$ cat config.mk
export PLATFORM = sky130hd
export DESIGN_NAME = sw_mon_device_flat
export DESIGN_NICKNAME = d
export VERILOG_FILES = /design/src/rtl/sw_mon_pkg.sv /design/src/rtl/sw_mon_if.sv /design/src/rtl/sw_mon_device.sv /design/src/flat_wrapper.sv
export SDC_FILE = /design/constraint.sdc
export NUM_CORES = 1
export LEC_CHECK = 0
export ABC_CLOCK_PERIOD_IN_PS = 5600
export BUFFER_PORTS_ARGS = -buffer_cell sky130_fd_sc_hd__buf_2
export CORE_ASPECT_RATIO = 0.9
export CORE_UTILIZATION = 50
export DETAILED_ROUTE_END_ITERATION = 8
export PLACE_DENSITY_LB_ADDON = 0.1
export SLEW_MARGIN = 20
export SYNTH_ARGS = -nofsm -noshare
export SYNTH_HDL_FRONTEND = slang
export SYNTH_SLANG_ARGS = --single-unit
export TNS_END_PERCENT = 20
$ cat constraint.sdc
create_clock -name clk -period 5.6 [get_ports clk]
set_input_delay 0.28 -clock clk [delete_from_list [all_inputs] [get_ports clk]]
set_output_delay 0.28 -clock clk [all_outputs]
set_load 0.01 [all_outputs]
$ cat src/rtl/sw_mon_pkg.sv
// Purpose: Shared constants for the switch monitor link and both ends
// Assumes: 250 MHz system clock on both ends
// Notes:   Operation list below
// Operation
// - Status bit from threshold compare, polarity programmable on programmable inputs only
// - Fixed 24-bit response: flags, programmable, ground inputs
// - Enabled switch change raises interrupt; timed wetting boost
// - Interrupt held low until host status read
// - Change during select keeps interrupt at deselect
// - Host may poll instead; short transitions lost
// - Only valid sleep command enters sleep
// - Settings kept unchanged during sleep
// - Listed wake events return sleep to normal
// - First response after select wake discarded
// - Sleep command: interrupt timer 5:3, scan 2:0
// - Interrupt timer doubles per code; 111 disables
// - Interrupt timer expiry raises interrupt, wakes
// - Scan timer: 000 none, doubles from 001
// - Scan window, then compare against pre-sleep states
// - Scan change wakes; otherwise restart and sleep
// - Both sleep timers idle in normal mode
// - Thermal: interrupt, flag, high current derated
// - Thermal flag clears at deselect once cooled
// - Open reads zero, closed reads one
// - Sleep opcode in upper eight bits, decoded first
package sw_mon_pkg;
    localparam int RESP_W = 24;
    localparam int N_PROG = 8;
    localparam int N_GND  = 14;
    localparam int N_IN   = 22;
    localparam int OP_HI  = 23;
    localparam int OP_LO  = 16;
    localparam int IT_HI  = 5;
    localparam int IT_LO  = 3;
    localparam int ST_HI  = 2;
    localparam int ST_LO  = 0;
    localparam logic [7:0] SLEEP_OP  = 8'h0c;
    localparam logic [2:0] IT_OFF    = 3'h7;
    localparam logic [2:0] ST_NONE   = 3'h0;
    localparam int CLK_MHZ      = 250;
    localparam int INT_BASE_MS  = 32;
    localparam int SCAN_BASE_US = 1000;
    localparam int SCAN_WIN_US  = 125;
    localparam int WET_MS       = 20;
    localparam int INT_BASE_CYC = INT_BASE_MS * 1000 * CLK_MHZ;
    localparam int SCAN_BASE_CYC = SCAN_BASE_US * CLK_MHZ;
    localparam int SCAN_WIN_CYC = SCAN_WIN_US * CLK_MHZ;
    localparam int WET_CYC      = WET_MS * 1000 * CLK_MHZ;
    localparam int SCLK_HALF    = 8;
    localparam logic [1:0] A_CMD  = 2'h0;
    localparam logic [1:0] A_STAT = 2'h1;
    localparam logic [1:0] A_RESP = 2'h2;
    localparam logic [1:0] A_WAKE = 2'h3;
    typedef enum logic [1:0] {
        M_NORMAL = 2'b00,
        M_SLEEP  = 2'b01,
        M_SCAN   = 2'b10
    } mode_t;
    typedef enum logic [2:0] {
        H_IDLE  = 3'b000,
        H_LEAD  = 3'b001,
        H_LOW   = 3'b010,
        H_HIGH  = 3'b011,
        H_TRAIL = 3'b100,
        H_GAP   = 3'b101
    } hstate_t;
endpackage

$ cat src/rtl/sw_mon_if.sv
// Purpose: Serial link, wake pin and open-drain interrupt line
// Assumes: Interrupt line pulled high, data out pulled low when idle
// Notes:   Enables are active low
`timescale 1ns/1ps
interface sw_mon_if;
    logic cs_n;
    logic sclk;
    logic si;
    logic wake_n;
    logic so_o;
    logic so_oe_n;
    logic int_o;
    logic int_oe_n;
    logic so_line;
    logic int_line;
    assign so_line  = so_oe_n ? 1'b0 : so_o;
    assign int_line = int_oe_n ? 1'b1 : int_o;
    modport device (
        input  cs_n, sclk, si, wake_n, int_line,
        output so_o, so_oe_n, int_o, int_oe_n
    );
    modport host (
        output cs_n, sclk, si, wake_n,
        input  so_line, int_line
    );
endinterface

$ cat src/rtl/sw_mon_device.sv
// Purpose: Switch status reporting, interrupt and sleep/wake control
// Assumes: Comparator outputs and link pins are asynchronous
// Notes:   Pin-below-threshold inputs come from the input comparators
`timescale 1ns/1ps
module sw_mon_device #(
    parameter int INT_BASE  = sw_mon_pkg::INT_BASE_CYC,
    parameter int SCAN_BASE = sw_mon_pkg::SCAN_BASE_CYC,
    parameter int SCAN_WIN  = sw_mon_pkg::SCAN_WIN_CYC,
    parameter int WET_TIME  = sw_mon_pkg::WET_CYC
) (
    input  wire logic                         clk,
    input  wire logic                         srst,
    sw_mon_if.device                          lnk,
    input  wire logic [sw_mon_pkg::N_PROG-1:0] prog_pin_low,
    input  wire logic [sw_mon_pkg::N_GND-1:0]  gnd_pin_low,
    input  wire logic [sw_mon_pkg::N_PROG-1:0] prog_to_supply,
    input  wire logic                         irq_en,
    input  wire logic                         die_hot,
    input  wire logic                         wet_high_cfg,
    input  wire logic                         wet_timer_en,
    output logic      [sw_mon_pkg::N_IN-1:0]   wet_high,
    output logic                              inputs_active,
    output logic                              asleep
);
    import sw_mon_pkg::*;
    localparam int SW = N_IN + 6;
    if (INT_BASE < 2 || INT_BASE > 8388608 || SCAN_BASE < 2 || SCAN_BASE > 33554432
        || SCAN_WIN < 2 || WET_TIME < 2) begin : g_chk
        $error("Timer parameter out of range");
    end
    // ----------------------------------------
    // Synchronisers and edge detect
    // ----------------------------------------
    logic [SW-1:0] s1_r, s2_r;
    logic [3:0]    d_r;
    always_ff @(posedge clk) begin
        s1_r <= {lnk.wake_n, lnk.cs_n, lnk.sclk, lnk.si, lnk.int_line, die_hot,
                 prog_pin_low, gnd_pin_low};
        s2_r <= s1_r;
        d_r  <= srst ? 4'hc : s2_r[SW-1:SW-4];
    end
    wire wake_s = s2_r[SW-1];
    wire cs_s   = s2_r[SW-2];
    wire sck_s  = s2_r[SW-3];
    wire si_s   = s2_r[SW-4];
    wire intl_s = s2_r[SW-5];
    wire hot_s  = s2_r[SW-6];
    wire wake_fall = d_r[3] & ~wake_s;
    wire cs_fall   = d_r[2] & ~cs_s;
    wire cs_rise   = ~d_r[2] & cs_s;
    wire sck_rise  = ~d_r[1] & sck_s;
    wire sck_fall  = d_r[1] & ~sck_s;
    logic intl_d_r;
    always_ff @(posedge clk) begin
        intl_d_r <= srst ? 1'b1 : intl_s;
    end
    wire intl_fall = intl_d_r & ~intl_s;
    // ----------------------------------------
    // Switch status
    // ----------------------------------------
    wire [N_PROG-1:0] prog_stat = s2_r[N_IN-1:N_GND] ^ prog_to_supply;
    wire [N_IN-1:0]   stat      = {prog_stat, s2_r[N_GND-1:0]};
    mode_t           mode_r;
    logic [N_IN-1:0] prev_r, snap_r, boost_r;
    logic            int_r, therm_r, cs_chg_r;
    wire normal = (mode_r == M_NORMAL);
    wire [N_IN-1:0] diff = stat ^ prev_r;
    wire change  = normal & (diff != '0);
    wire hot_on  = normal & hot_s;
    wire [RESP_W-1:0] resp = {therm_r, int_r, stat};
    // ----------------------------------------
    // Serial shifter
    // ----------------------------------------
    logic [RESP_W-1:0] tx_r, rx_r;
    logic [4:0]        bits_r;
    always_ff @(posedge clk) begin
        if (srst) begin
            tx_r   <= '0;
            rx_r   <= '0;
            bits_r <= 5'h0;
        end else if (cs_fall) begin
            tx_r   <= resp;
            bits_r <= 5'h0;
        end else if (!cs_s) begin
            if (sck_rise) begin
                rx_r   <= {rx_r[RESP_W-2:0], si_s};
                bits_r <= (bits_r == 5'(RESP_W)) ? bits_r : bits_r + 5'h01;
            end
            if (sck_fall) begin
                tx_r <= {tx_r[RESP_W-2:0], 1'b0};
            end
        end
    end
    assign lnk.so_o    = tx_r[RESP_W-1];
    assign lnk.so_oe_n = cs_s;
    wire sleep_cmd = normal & cs_rise & (bits_r == 5'(RESP_W))
                     & (rx_r[OP_HI:OP_LO] == SLEEP_OP);
    wire [2:0] it_code = rx_r[IT_HI:IT_LO];
    wire [2:0] st_code = rx_r[ST_HI:ST_LO];
    // ----------------------------------------
    // Sleep timers
    // ----------------------------------------
    logic [2:0]  it_r, st_r;
    logic [31:0] icnt_r, scnt_r, wcnt_r;
    wire [31:0] it_load = 32'(INT_BASE) << it_code;
    wire [31:0] st_load = 32'(SCAN_BASE) << (st_code - 3'h1);
    wire [31:0] st_reld = 32'(SCAN_BASE) << (st_r - 3'h1);
    wire it_exp   = !normal && (it_r != IT_OFF) && (icnt_r == 32'h1);
    wire scan_exp = (mode_r == M_SLEEP) && (st_r != ST_NONE) && (scnt_r == 32'h1);
    wire win_end  = (mode_r == M_SCAN) && (wcnt_r == 32'h1);
    wire scan_chg = win_end && (stat != snap_r);
    wire pin_wake = !normal && (wake_fall || cs_fall || (intl_fall && wake_s));
    // ----------------------------------------
    // Mode control
    // ----------------------------------------
    always_ff @(posedge clk) begin
        if (srst) begin
            mode_r <= M_NORMAL;
            it_r   <= IT_OFF;
            st_r   <= ST_NONE;
            icnt_r <= 32'h0;
            scnt_r <= 32'h0;
            wcnt_r <= 32'h0;
            snap_r <= '0;
        end else begin
            case (mode_r)
                M_NORMAL: begin
                    icnt_r <= 32'h0;
                    scnt_r <= 32'h0;
                    if (sleep_cmd) begin
                        it_r   <= it_code;
                        st_r   <= st_code;
                        icnt_r <= it_load;
                        scnt_r <= st_load;
                        snap_r <= stat;
                        mode_r <= M_SLEEP;
                    end
                end
                M_SLEEP: begin
                    icnt_r <= icnt_r - 32'h1;
                    scnt_r <= scnt_r - 32'h1;
                    if (pin_wake || it_exp) begin
                        mode_r <= M_NORMAL;
                    end else if (scan_exp) begin
                        wcnt_r <= 32'(SCAN_WIN);
                        mode_r <= M_SCAN;
                    end
                end
                M_SCAN: begin
                    icnt_r <= icnt_r - 32'h1;
                    wcnt_r <= wcnt_r - 32'h1;
                    if (pin_wake || it_exp || scan_chg) begin
                        mode_r <= M_NORMAL;
                    end else if (win_end) begin
                        scnt_r <= st_reld;
                        mode_r <= M_SLEEP;
                    end
                end
                default: mode_r <= M_NORMAL;
            endcase
        end
    end
    // Configuration inputs are never altered by the mode logic
    assign asleep        = !normal;
    assign inputs_active = (mode_r != M_SLEEP);
    // ----------------------------------------
    // Interrupt and thermal flags
    // ----------------------------------------
    wire int_set = (irq_en & change)
                 | it_exp
                 | (irq_en & scan_chg)
                 | (hot_on & ~therm_r);
    wire int_clr = cs_rise & ~cs_chg_r;
    always_ff @(posedge clk) begin
        if (srst) begin
            int_r    <= 1'b0;
            therm_r  <= 1'b0;
            cs_chg_r <= 1'b0;
            prev_r   <= '0;
        end else begin
            int_r    <= int_set | (int_r & ~int_clr);
            therm_r  <= hot_on | (therm_r & ~(cs_rise & ~hot_s));
            cs_chg_r <= (change & irq_en & ~cs_s) | (cs_chg_r & ~cs_fall);
            if (normal) begin
                prev_r <= stat;
            end
        end
    end
    assign lnk.int_o    = 1'b0;
    assign lnk.int_oe_n = ~int_r;
    // ----------------------------------------
    // Wetting current boost
    // ----------------------------------------
    logic [31:0] wet_r;
    always_ff @(posedge clk) begin
        if (srst) begin
            boost_r <= '0;
            wet_r   <= 32'h0;
        end else if (change) begin
            boost_r <= boost_r | diff;
            wet_r   <= 32'(WET_TIME);
        end else if (wet_r != 32'h0) begin
            wet_r <= wet_r - 32'h1;
            if (wet_r == 32'h1) begin
                boost_r <= '0;
            end
        end
    end
    wire [N_IN-1:0] wet_sel = wet_timer_en ? boost_r : {N_IN{1'b1}};
    assign wet_high = (wet_high_cfg && normal && !hot_s) ? wet_sel : '0;
endmodule // sw_mon_device

$ cat src/flat_wrapper.sv
// flat-port wrapper written by rule: the top's interface ports become plain ports
module sw_mon_device_flat import sw_mon_pkg::*;
#(
    parameter int INT_BASE  = sw_mon_pkg::INT_BASE_CYC,
    parameter int SCAN_BASE = sw_mon_pkg::SCAN_BASE_CYC,
    parameter int SCAN_WIN  = sw_mon_pkg::SCAN_WIN_CYC,
    parameter int WET_TIME  = sw_mon_pkg::WET_CYC
)
  (clk, srst, prog_pin_low, gnd_pin_low, prog_to_supply, irq_en, die_hot, wet_high_cfg, wet_timer_en, wet_high, inputs_active, asleep, lnk_cs_n, lnk_sclk, lnk_si, lnk_wake_n, lnk_so_o, lnk_so_oe_n, lnk_int_o, lnk_int_oe_n);
  sw_mon_if lnk_i ();
  input  wire logic clk;
  input  wire logic srst;
  input  wire logic [sw_mon_pkg::N_PROG-1:0] prog_pin_low;
  input  wire logic [sw_mon_pkg::N_GND-1:0] gnd_pin_low;
  input  wire logic [sw_mon_pkg::N_PROG-1:0] prog_to_supply;
  input  wire logic irq_en;
  input  wire logic die_hot;
  input  wire logic wet_high_cfg;
  input  wire logic wet_timer_en;
  output logic      [sw_mon_pkg::N_IN-1:0] wet_high;
  output logic inputs_active;
  output logic asleep;
  input wire logic [$bits(lnk_i.cs_n)-1:0] lnk_cs_n;
  input wire logic [$bits(lnk_i.sclk)-1:0] lnk_sclk;
  input wire logic [$bits(lnk_i.si)-1:0] lnk_si;
  input wire logic [$bits(lnk_i.wake_n)-1:0] lnk_wake_n;
  output wire logic [$bits(lnk_i.so_o)-1:0] lnk_so_o;
  output wire logic [$bits(lnk_i.so_oe_n)-1:0] lnk_so_oe_n;
  output wire logic [$bits(lnk_i.int_o)-1:0] lnk_int_o;
  output wire logic [$bits(lnk_i.int_oe_n)-1:0] lnk_int_oe_n;
  assign lnk_i.cs_n = lnk_cs_n;
  assign lnk_i.sclk = lnk_sclk;
  assign lnk_i.si = lnk_si;
  assign lnk_i.wake_n = lnk_wake_n;
  assign lnk_so_o = lnk_i.so_o;
  assign lnk_so_oe_n = lnk_i.so_oe_n;
  assign lnk_int_o = lnk_i.int_o;
  assign lnk_int_oe_n = lnk_i.int_oe_n;
  sw_mon_device #(.INT_BASE(INT_BASE), .SCAN_BASE(SCAN_BASE), .SCAN_WIN(SCAN_WIN), .WET_TIME(WET_TIME)) u_core (.clk(clk), .srst(srst), .lnk(lnk_i), .prog_pin_low(prog_pin_low), .gnd_pin_low(gnd_pin_low), .prog_to_supply(prog_to_supply), .irq_en(irq_en), .die_hot(die_hot), .wet_high_cfg(wet_high_cfg), .wet_timer_en(wet_timer_en), .wet_high(wet_high), .inputs_active(inputs_active), .asleep(asleep));
endmodule
# Word level (Yosys, flattened, before mapping)
# Index checks and enable logic that the tools add are counted.
[word_totals] word_cells=156 regBits=319
[classes] n_eq_ne=19 bitwise_logic=43 reduce_logical=37 shifts=3 mux=26 n_addsub=7
[op_table] cell="$mux 32" count=6
[op_table] cell="$eq 32x1->1 const B" count=4
[op_table] cell="$pmux 32 s2" count=2
[op_table] cell="$sub 32x1->32 const B" count=4
[op_table] cell="$mux 22" count=5
[op_table] cell="$pmux 32 s3" count=1
[op_table] cell="$mux 24" count=3
[op_table] cell="$shl 18x3->32 const A" count=2
[op_table] cell="$mux 23" count=2
[op_table] cell="$reduce_bool 32->1" count=1
[op_table] cell="$shl 23x3->32 const A" count=1
[op_table] cell="$ne 22x22->1" count=1
[op_table] cell="$or 22x22->22" count=1
[op_table] cell="$reduce_bool 22->1" count=1
[op_table] cell="$xor 22x22->22" count=1
[op_table] cell="$and 1x1->1" count=20
[op_table] cell="$reduce_and 3->1" count=5
[op_table] cell="$not 1->1" count=14
[op_table] cell="$logic_and 1x1->1" count=10
[op_table] cell="$mux 2" count=5
[op_table] cell="$reduce_bool 2->1" count=5
[op_table] cell="$eq 8x4->1 const B" count=1
[op_table] cell="$ne 2x2->1 const B" count=4
[op_table] cell="$xor 8x8->8" count=1
[op_table] cell="other kinds (17)" count=35

# Logic depth before layout (Yosys ltp)
# Gate-level depths: netlist of the first run.
[logic_depth] word_depth=9 ltp_mapped=11

# Worst setup path before layout of the first run
# No wires, ideal clock.
[synth_path] path_type="reg-to-reg" start="reg u_core.st_r[0]" end="reg u_core.wcnt_r[18]" path_slack_ps=2966 arrival_ps=2564 setup_ps=70 path_stages_with_launch=10 path_cell_list="dfxtp_1 inv_1 ha_1 inv_1 o2111ai_1 or3_1 o31ai_4 nand4_2 or4b_1 a21oi_1"
[synth_between] elab_chain_cells=5
[synth_rtl] item="start, declared" line="sw_mon_device.sv:103" text="logic [2:0] it_r, st_r;"
[synth_rtl] item="start signal, assigned" line="sw_mon_device.sv:132" text="st_r <= st_code;"
[synth_rtl] item="$reduce_bool 3->1" line="sw_mon_device.sv:109" text="wire scan_exp = (mode_r == M_SLEEP) && (st_r != ST_NONE) && (scnt_r == 32'h1);"
[synth_rtl] item="$logic_and 1x1->1 (2 in a row)" line="sw_mon_device.sv:109"
[synth_rtl] item="$ne 2x1->1 (no source line)"
[synth_rtl] item="$reduce_and 3->1 (no source line)"
[synth_rtl] item="end signal, assigned" line="sw_mon_device.sv:145" text="wcnt_r <= 32'(SCAN_WIN);"
[synth_rtl] item="end signal, assigned" line="sw_mon_device.sv:151" text="wcnt_r <= wcnt_r - 32'h1;"
[synth_rtl] item="end, declared" line="sw_mon_device.sv:104" text="logic [31:0] icnt_r, scnt_r, wcnt_r;"
# No other way between the ends.
# A chain may end at the register's enable or synchronous reset.

# Worst setup path after layout of the first run
[layout_path] start="reg u_core.wcnt_r[2]" end="reg u_core.scnt_r[17]"
[layout_between] elab_chain_cells=6
[layout_rtl] item="$eq 32x1->1 (*)" line="sw_mon_device.sv:110" text="wire win_end = (mode_r == M_SCAN) && (wcnt_r == 32'h1);"
[layout_rtl] item="$logic_and 1x1->1 (*)" line="sw_mon_device.sv:110"
[layout_rtl] item="$logic_and 1x1->1" line="sw_mon_device.sv:111" text="wire scan_chg = win_end && (stat != snap_r);"
[layout_rtl] item="$logic_or 1x1->1" line="sw_mon_device.sv:152" text="if (pin_wake || it_exp || scan_chg) begin"
[layout_rtl] item="$ne 2x2->1 (no source line)"
[layout_rtl] item="$reduce_and 3->1 (no source line) (*)"
[layout_rtl] item="end signal, assigned" line="sw_mon_device.sv:134" text="scnt_r <= st_load;"
[layout_rtl] item="end signal, assigned" line="sw_mon_device.sv:141" text="scnt_r <= scnt_r - 32'h1;"
[layout_rtl] item="end signal, assigned" line="sw_mon_device.sv:155" text="scnt_r <= st_reld;"
[layout_rtl] item="end, declared" line="sw_mon_device.sv:104"
# Every way passes the cells marked *; elsewhere a longest branch is shown, timed or not.

==> results.yml, run 1 <==
synthesis:
  synth_simple_gate_area_frac: 0.206
  syn-num-nets: 1778
  yosysSeqAreaShare: 0.438
  synthCells: 1702
  synth-seq-cells: 318
  synth_cell_types: 79
  async_flop_share: 0
  synthXorXnorAreaFrac: 0.0766
  synth_compound_area_frac: 0.162
  synthMuxAreaShare: 0.0429
  synth_area_per_cell_um2: 8.54
  synthAdderAreaFrac: 0.0317
  yosys_most_used_dff: "dfxtp_1"
  synthesis.area_um2: 14500
  synth_edf_count: 0
  synth_top_family_by_area: "simple AND/OR/NAND/NOR gates"
  synth-warning-count: 0
worst_hold_path:
  whs_path_depth: 3
  whs_endpoint: "u_core.int_r$_SDFF_PP0_"
  hp-start: "irq_en"
  min_path_type: "input port to register"
power_and_ir_drop:
  p_seq_frac: 0.428
  power_frac_clock: 0.403
  p_comb_frac: 0.169
  power_switching_mw: 1.63
  swShare: 0.281
  p_int_mw: 4.16
  p_leak_nw: 6.58
  total_power_mw: 5.79
  peakVddDrop_v: 0.000294
  powerDensity_nw_per_um2: 351
setup_path:
  r2r_slack_ns: 2.22
  cp.arrival_ns: 3.81
  endpoint_kind: "register"
  r2r_end: "u_core.scnt_r[17]$_SDFFE_PP0P_"
  rr_worst_depth: 7
  r2r_start: "u_core.wcnt_r[2]$_SDFFE_PP0P_"
  path_max_fanout: 29
  crit_type: "register to register"
  start_kind: "register"
  cp.required_ns: 6.04
cells_and_area:
  drive_gt1_frac: 0.0907
  areaGrowthSynthToFinish_pct: 13.4
  nets: 1826
  fill_cells: 2504
  antenna_cells: 0
  instances_no_fill: 2135
sta:
  setup_viol: 0
  finalCritPeriodShare: 0.603
  fmax_mhz: 296
  fin_skew_ns: 0.0170
  period_needed_ns: 3.38
  tightest_slew_ns: 0.974
  setup_tns_ns: 0
  setup_ws_ns: 2.22
  slew_violations: 0
  rsz0062_at_grt: "false"
  holdWs_ns: 0.0734
  timing.slew.headroom: 0.350
  hold_violations: 0
floorplan:
  num_rows: 58
  core_um2: 28200
  die_w_um: 182
  ios: 68
  die-area_um2: 29700
  start_util: 0.515
  die_h_um: 164
place:
  gp_congestion: 0.865
  io_buffers: 66
  place_inst: 2046
  dp.final_hpwl_um: 22600
  place_ws_ns: 2.28
route:
  drtIter0Drc: 885
  via_per_inst: 5.64
  via_count: 12000
  drtAntennaViolNets: 0
  drc: 0
  wl_per_cell_um: 15.8
  wirelength_um: 33700
  dr.pass1.iters: 5
clock_tree:
  cts_inserted_buffers: 35
  cts_setup_buffers: 0
  clockRootBuffer: "clkbuf_16"
  clock-sinks: 318
  cts_tree: "yes"
  cts_buffer_depth: 3
  htree_levels: 2
  clk_latency_ns: 0.52
  cts.clk_slew.worst_paths_ns: 0.06
global_route:
  grtUsageTotal: 0.226
  antenna_found_initial: 0
  grt_pass1_wl_um: 55300
  grt_pass1_vias: 11100
  grt_overflow_total: 0
  grt_max_degree: 103
run_status:
  outcome: "finished, final reports clean"
flow_run:
  max-cap-violations: 0
repair_timing:
item | CTS | global route
endpoints found under the hold margin | 27 | 0
hold buffers | 27 | 0
resized for setup | 0 | 0
metrics by stage:
| step | area [um^2] | util |
|---|---|---|
| 6_report | 16500 | 0.584 |
| 5_1_grt | 16500 | 0.584 |
| 4_1_cts | 16500 | 0.584 |
| 3_5_place_dp | 15000 | 0.532 |
| 3_3_place_gp | 15000 | 0.532 |
| 2_1_floorplan | 14500 | - |
power by group through the flow:
| stage | Sequential, mW | Combinational, mW | Clock (mW) |
|---|---|---|---|
| final | 2.48 | 0.980 | 2.33 |
| after global routing | 2.49 | 1.08 | 2.47 |
| after CTS | 2.48 | 0.976 | 2.38 |
| after detailed placement | 2.52 | 0.957 | 0 |
| after global placement | 2.52 | 0.947 | 0 |
| after floorplan | 2.50 | 0.741 | 0 |
how the worst max path moves through the flow:
stage,start,endpoint,slack [ns],depth (start not counted)
floorplan,u_core.st_r[0]$_SDFFE_PP0P_,u_core.wcnt_r[18]$_SDFFE_PP0P_,2.97,9
global placement,u_core.wcnt_r[2]$_SDFFE_PP0P_,u_core.scnt_r[6]$_SDFFE_PP0P_,2.35,7
detailed placement,u_core.wcnt_r[2]$_SDFFE_PP0P_,u_core.scnt_r[17]$_SDFFE_PP0P_,2.28,7
CTS,u_core.wcnt_r[2]$_SDFFE_PP0P_,u_core.scnt_r[17]$_SDFFE_PP0P_,2.25,7
global route,u_core.wcnt_r[2]$_SDFFE_PP0P_,u_core.scnt_r[24]$_SDFFE_PP0P_,1.98,7
finish,u_core.wcnt_r[2]$_SDFFE_PP0P_,u_core.scnt_r[17]$_SDFFE_PP0P_,2.22,7
state kept, by name, indices dropped and copies added, names as in the netlist:
| register | flops |
|---|---|
| u_core.prev_r | 22 |
| u_core.wcnt_r | 32 |
| u_core.rx_r | 24 |
| u_core.s1_r | 28 |
| u_core.icnt_r | 32 |
| u_core.d_r | 3 |
| u_core.tx_r | 24 |
| u_core.boost_r | 22 |
| u_core.s2_r | 28 |
| u_core.cs_chg_r | 1 |
| u_core.st_r | 3 |
| u_core.wet_r | 32 |
| u_core.scnt_r | 32 |
| u_core.snap_r | 22 |
| u_core.bits_r | 5 |
| u_core.intl_d_r | 1 |
| u_core.mode_r | 2 |
| u_core.therm_r | 1 |
| u_core.int_r | 1 |
| u_core.it_r | 3 |
critical path, stage by stage, from the launching register on:
cell	delay [ns]
dfxtp_1	0.33
or4_1	0.58
nor4_1	0.45
and2_1	0.48
and4_1	0.33
a31o_2	0.59
nand2_1	0.29
o21ai_0	0.23
kinds of logic after synthesis:
family | count (synthesis)
simple gates | 615
compound gates | 387
flops | 318
buf+inv | 155
xor+xnor | 127
mux | 62
fa+ha+maj | 37
other cells | 1
metal layers:
layer  GRT usage  share of wire  routed length [um]
met5           0              0                   0
met4      0.0674          0.020                 682
met3      0.0357          0.046                1550
met2       0.349           0.42               14300
met1       0.324           0.51               17200
cells in the mapped netlist, types with 3 or more instances:
cell | number | share of area
xor2_1 | 71 | 0.043
nor4b_1 | 4 | 0.0024
mux2i_1 | 60 | 0.041
ha_1 | 36 | 0.031
o22ai_1 | 15 | 0.0065
inv_1 | 60 | 0.016
buf_2 | 6 | 0.0021
and3_1 | 10 | 0.0043
a32oi_1 | 6 | 0.0036
dfxtp_1 | 318 | 0.44
nand3_1 | 26 | 0.0090
clkbuf_1 | 76 | 0.020
nor4_4 | 3 | 0.0044
nand2b_1 | 17 | 0.0073
and2_1 | 5 | 0.0022
a22oi_1 | 5 | 0.0026
xnor2_1 | 56 | 0.034
or3_1 | 18 | 0.0078
nor2b_1 | 13 | 0.0056
nand4_1 | 25 | 0.011
a211oi_1 | 33 | 0.017
a221oi_1 | 4 | 0.0024
buf_1 | 8 | 0.0021
or4_1 | 13 | 0.0067
and4b_1 | 3 | 0.0021
nor3_1 | 46 | 0.016
o211ai_1 | 7 | 0.0036
a21oi_1 | 170 | 0.059
nand4b_1 | 5 | 0.0030
a311oi_1 | 6 | 0.0036
o32ai_1 | 9 | 0.0054
nor2_1 | 235 | 0.061
nor4_1 | 33 | 0.014
nand2_1 | 134 | 0.035
nand3b_1 | 6 | 0.0031
o21ai_0 | 79 | 0.027
o221ai_1 | 4 | 0.0024
o31a_1 | 3 | 0.0018
o31ai_1 | 10 | 0.0052
or2_2 | 6 | 0.0026
a31oi_1 | 7 | 0.0030
cell usage in the layout (no fill, tap or decap), drive strengths merged, types with 36 or more instances in the layout:
master / count
ha: 36
nand2: 134
nor3: 46
xnor2: 56
buf: 78
mux2i: 60
clkbuf: 47
xor2: 71
a21oi: 170
nor4: 38
inv: 64
o21ai: 81
nor2: 235
dfxtp: 318
layout make-up:
type / instances / area, um^2 / share of cell area
inverter: 61 / 229 / 0.0139
sequential: 318 / 6370 / 0.386
multi-input combinational: 1229 / 7560 / 0.459
tap: 360 / 450 / 0.0273
timing repair buffer: 105 / 697 / 0.0423
clock buffer: 47 / 991 / 0.0602
clock inverter: 15 / 179 / 0.0109
Note: power is estimated with default switching activity, not from simulation.
==> run 2: changes to the inputs <==
--- a/config.mk
+++ b/config.mk
@@ -5,7 +5,7 @@
 export SDC_FILE = /design/constraint.sdc
 export NUM_CORES = 1
 export LEC_CHECK = 0
-export ABC_CLOCK_PERIOD_IN_PS = 5600
+export ABC_CLOCK_PERIOD_IN_PS = 3200
 export BUFFER_PORTS_ARGS = -buffer_cell sky130_fd_sc_hd__buf_2
 export CORE_ASPECT_RATIO = 0.9
 export CORE_UTILIZATION = 50
==> constraint.sdc (replaced) <==
create_clock -name clk -period 3.2 [get_ports clk]
set_input_delay 0.16 -clock clk [delete_from_list [all_inputs] [get_ports clk]]
set_output_delay 0.16 -clock clk [all_outputs]
set_load 0.01 [all_outputs]
==> run 2 against run 1 <==
  * Combinational power up 86%
  * Critical path type unchanged
  * Register-to-register slack worse by 2.0 ns
  * Die area unchanged
  * Utilization up 1.0 points
  * Global-route usage up 0.88 points
  * Sequential power up 75%
  * Via count up 1.6%
  * Non-clock buffer count up 45
  * Flip-flop and latch count unchanged
  * Worst hold slack worse by 0.038 ns
==> results.yml, run 2 (synthesis results as in run 1) <==
setup_path:
  cp_slowest_stage_delay_ns: 0.59
  endpoint_kind: "register"
  cp.required_ns: 3.57
  path_max_fanout: 19
  crit_family: "simple AND/OR/NAND/NOR gates"
  crit_type: "register to register"
  critPathSlowestCell: "or4_1"
  cp.arrival_ns: 3.31
  cpMostUsedCell: "or4_1"
  start_kind: "register"
  cp_cell_sequence: "or4_1 -> or4_1 -> nor4_2 -> and4_1 -> a31o_2 -> buf_4 -> mux2i_1 -> nor2_1"
  critPathBufInv: 1
cells_and_area:
  seq_area_um2: 6370
  nets: 1871
  final_util: 0.594
  layout_common_cells: "dfxtp_1, nor2_1, a21oi_1"
  areaGrowthSynthToFinish_pct: 15.4
  mostFrequentLayoutCell: "dfxtp_1"
  antenna_cells: 0
  multi_input_area_um2: 7560
  fill_cells: 2487
  drive_gt1_frac: 0.110
sta:
  fin_skew_ns: 0.0244
  setup_viol: 0
  rsz0062_at_grt: "false"
  period_needed_ns: 2.94
  hold_violations: 0
  finalCritPeriodShare: 0.919
  slew_violations: 0
  fmax_mhz: 340
  setup_tns_ns: 0
  tightest_slew_ns: 0.881
  timing.slew.headroom: 0.412
clock_tree:
  htree_levels: 2
  cts_buffer_depth: 3
  clockRootBuffer: "clkbuf_16"
  cts.clk_slew.worst_paths_ns: 0.06
  ctsHoldBuffers: 28
  clock-sinks: 318
  cts_tree: "yes"
  clk_latency_ns: 0.52
  cts.repair.resized: 0
  cts_inserted_buffers: 35
  cts_setup_buffers: 0
floorplan:
  start_util: 0.515
  die-area_um2: 29700
  die_h_um: 164
  core_um2: 28200
  ios: 68
  die_w_um: 182
  num_rows: 58
power_and_ir_drop:
  peakVddDrop_v: 0.000448
  powerDensity_nw_per_um2: 599
  p_leak_nw: 6.76
  total_power_mw: 10.0
route:
  drc: 0
  wirelength_um: 34700
  drtIter0Drc: 896
  wl_per_cell_um: 16.0
  via_count: 12200
  drtAntennaViolNets: 0
  dr.pass1.iters: 7
  via_per_inst: 5.61
run_status:
  outcome: "finished, final reports clean"
worst_hold_path:
  min_path_type: "input port to register"
place:
  dp.final_hpwl_um: 23300
  io_buffers: 66
  gp_congestion: 0.884
global_route:
  grt_pass1_vias: 11600
  grt_max_degree: 122
  antenna_found_initial: 0
  grt_pass1_wl_um: 57900
  grtUsageTotal: 0.235
  grt_overflow_total: 0
flow_run:
  max-cap-violations: 0
-- run 2: cell types whose count changed in the layout (fill, tap and decap cells not counted), sizes merged --
cell	before	now
buf	78	122
clkinv	9	11
bufinv	3	1
inv	64	61
clkbuf	47	48
dlygate4sd3	27	28
-- run 2: layout make-up --
class,instances,area share
well taps,360,0.0269
multi-input cells,1229,0.451
clock inverters,12,0.00664
repair buffers,150,0.0626
clock buffers,48,0.0594
flip-flops and latches,318,0.380
inverters,61,0.0137
-- run 2: final timing paths --
path | to | start | cells after the start | slack (ns)
setup / recovery | u_core.scnt_r[0]$_SDFFE_PP0P_ | u_core.wcnt_r[25]$_SDFFE_PP0P_ | 8 | 0.26
hold / removal | u_core.prev_r[17]$_SDFFE_PP0N_ | prog_to_supply[3] | 3 | 0.04
setup reg to reg | u_core.scnt_r[0]$_SDFFE_PP0P_ | u_core.wcnt_r[25]$_SDFFE_PP0P_ | 8 | 0.26
hold reg to reg | u_core.s2_r[16]$_DFF_P_ | u_core.s1_r[16]$_DFF_P_ | 0 | 0.32
-- run 2: per-stage QoR --
step / instances / worst slack (ns) / instance area, um^2 / hold slack [ns]
floorplan: 1702 / 0.566 / 14500 / 0.188
global placement: 2090 / 0.308 / 15400 / 0.262
detailed placement: 2090 / 0.277 / 15400 / 0.264
CTS: 2178 / 0.257 / 16800 / 0.0124
global route: 2178 / 0.0264 / 16800 / 0.0427
finish: 2178 / 0.260 / 16800 / 0.0351
-- run 2: worst register-to-register path: cells and delay by family, from the launching register on --
family	cells	cell delay [ns]
and+or+nand+nor	5	1.61
buffers and inverters	1	0.22
AOI/OAI and AO/OA	1	0.45
DFF	1	0.33
muxes	1	0.18
-- run 2: power by group --
group	internal [mW]	total [mW]	leakage, nW	switching [mW]
Sequential	4.17	4.33	2.61	0.152
Clock	2.27	3.89	0.549	1.62
Combinational	0.741	1.82	3.60	1.08
Total	7.19	10.0	6.76	2.85
-- run 2: routing by layer --
layer  global-route usage  part of all wire  up-vias
met1                0.343              0.51     5730
met3               0.0302             0.048       45
met2                0.364              0.43      289
met4               0.0616             0.019        0
li1                     -                 -     6158
met5                    0                 0        -
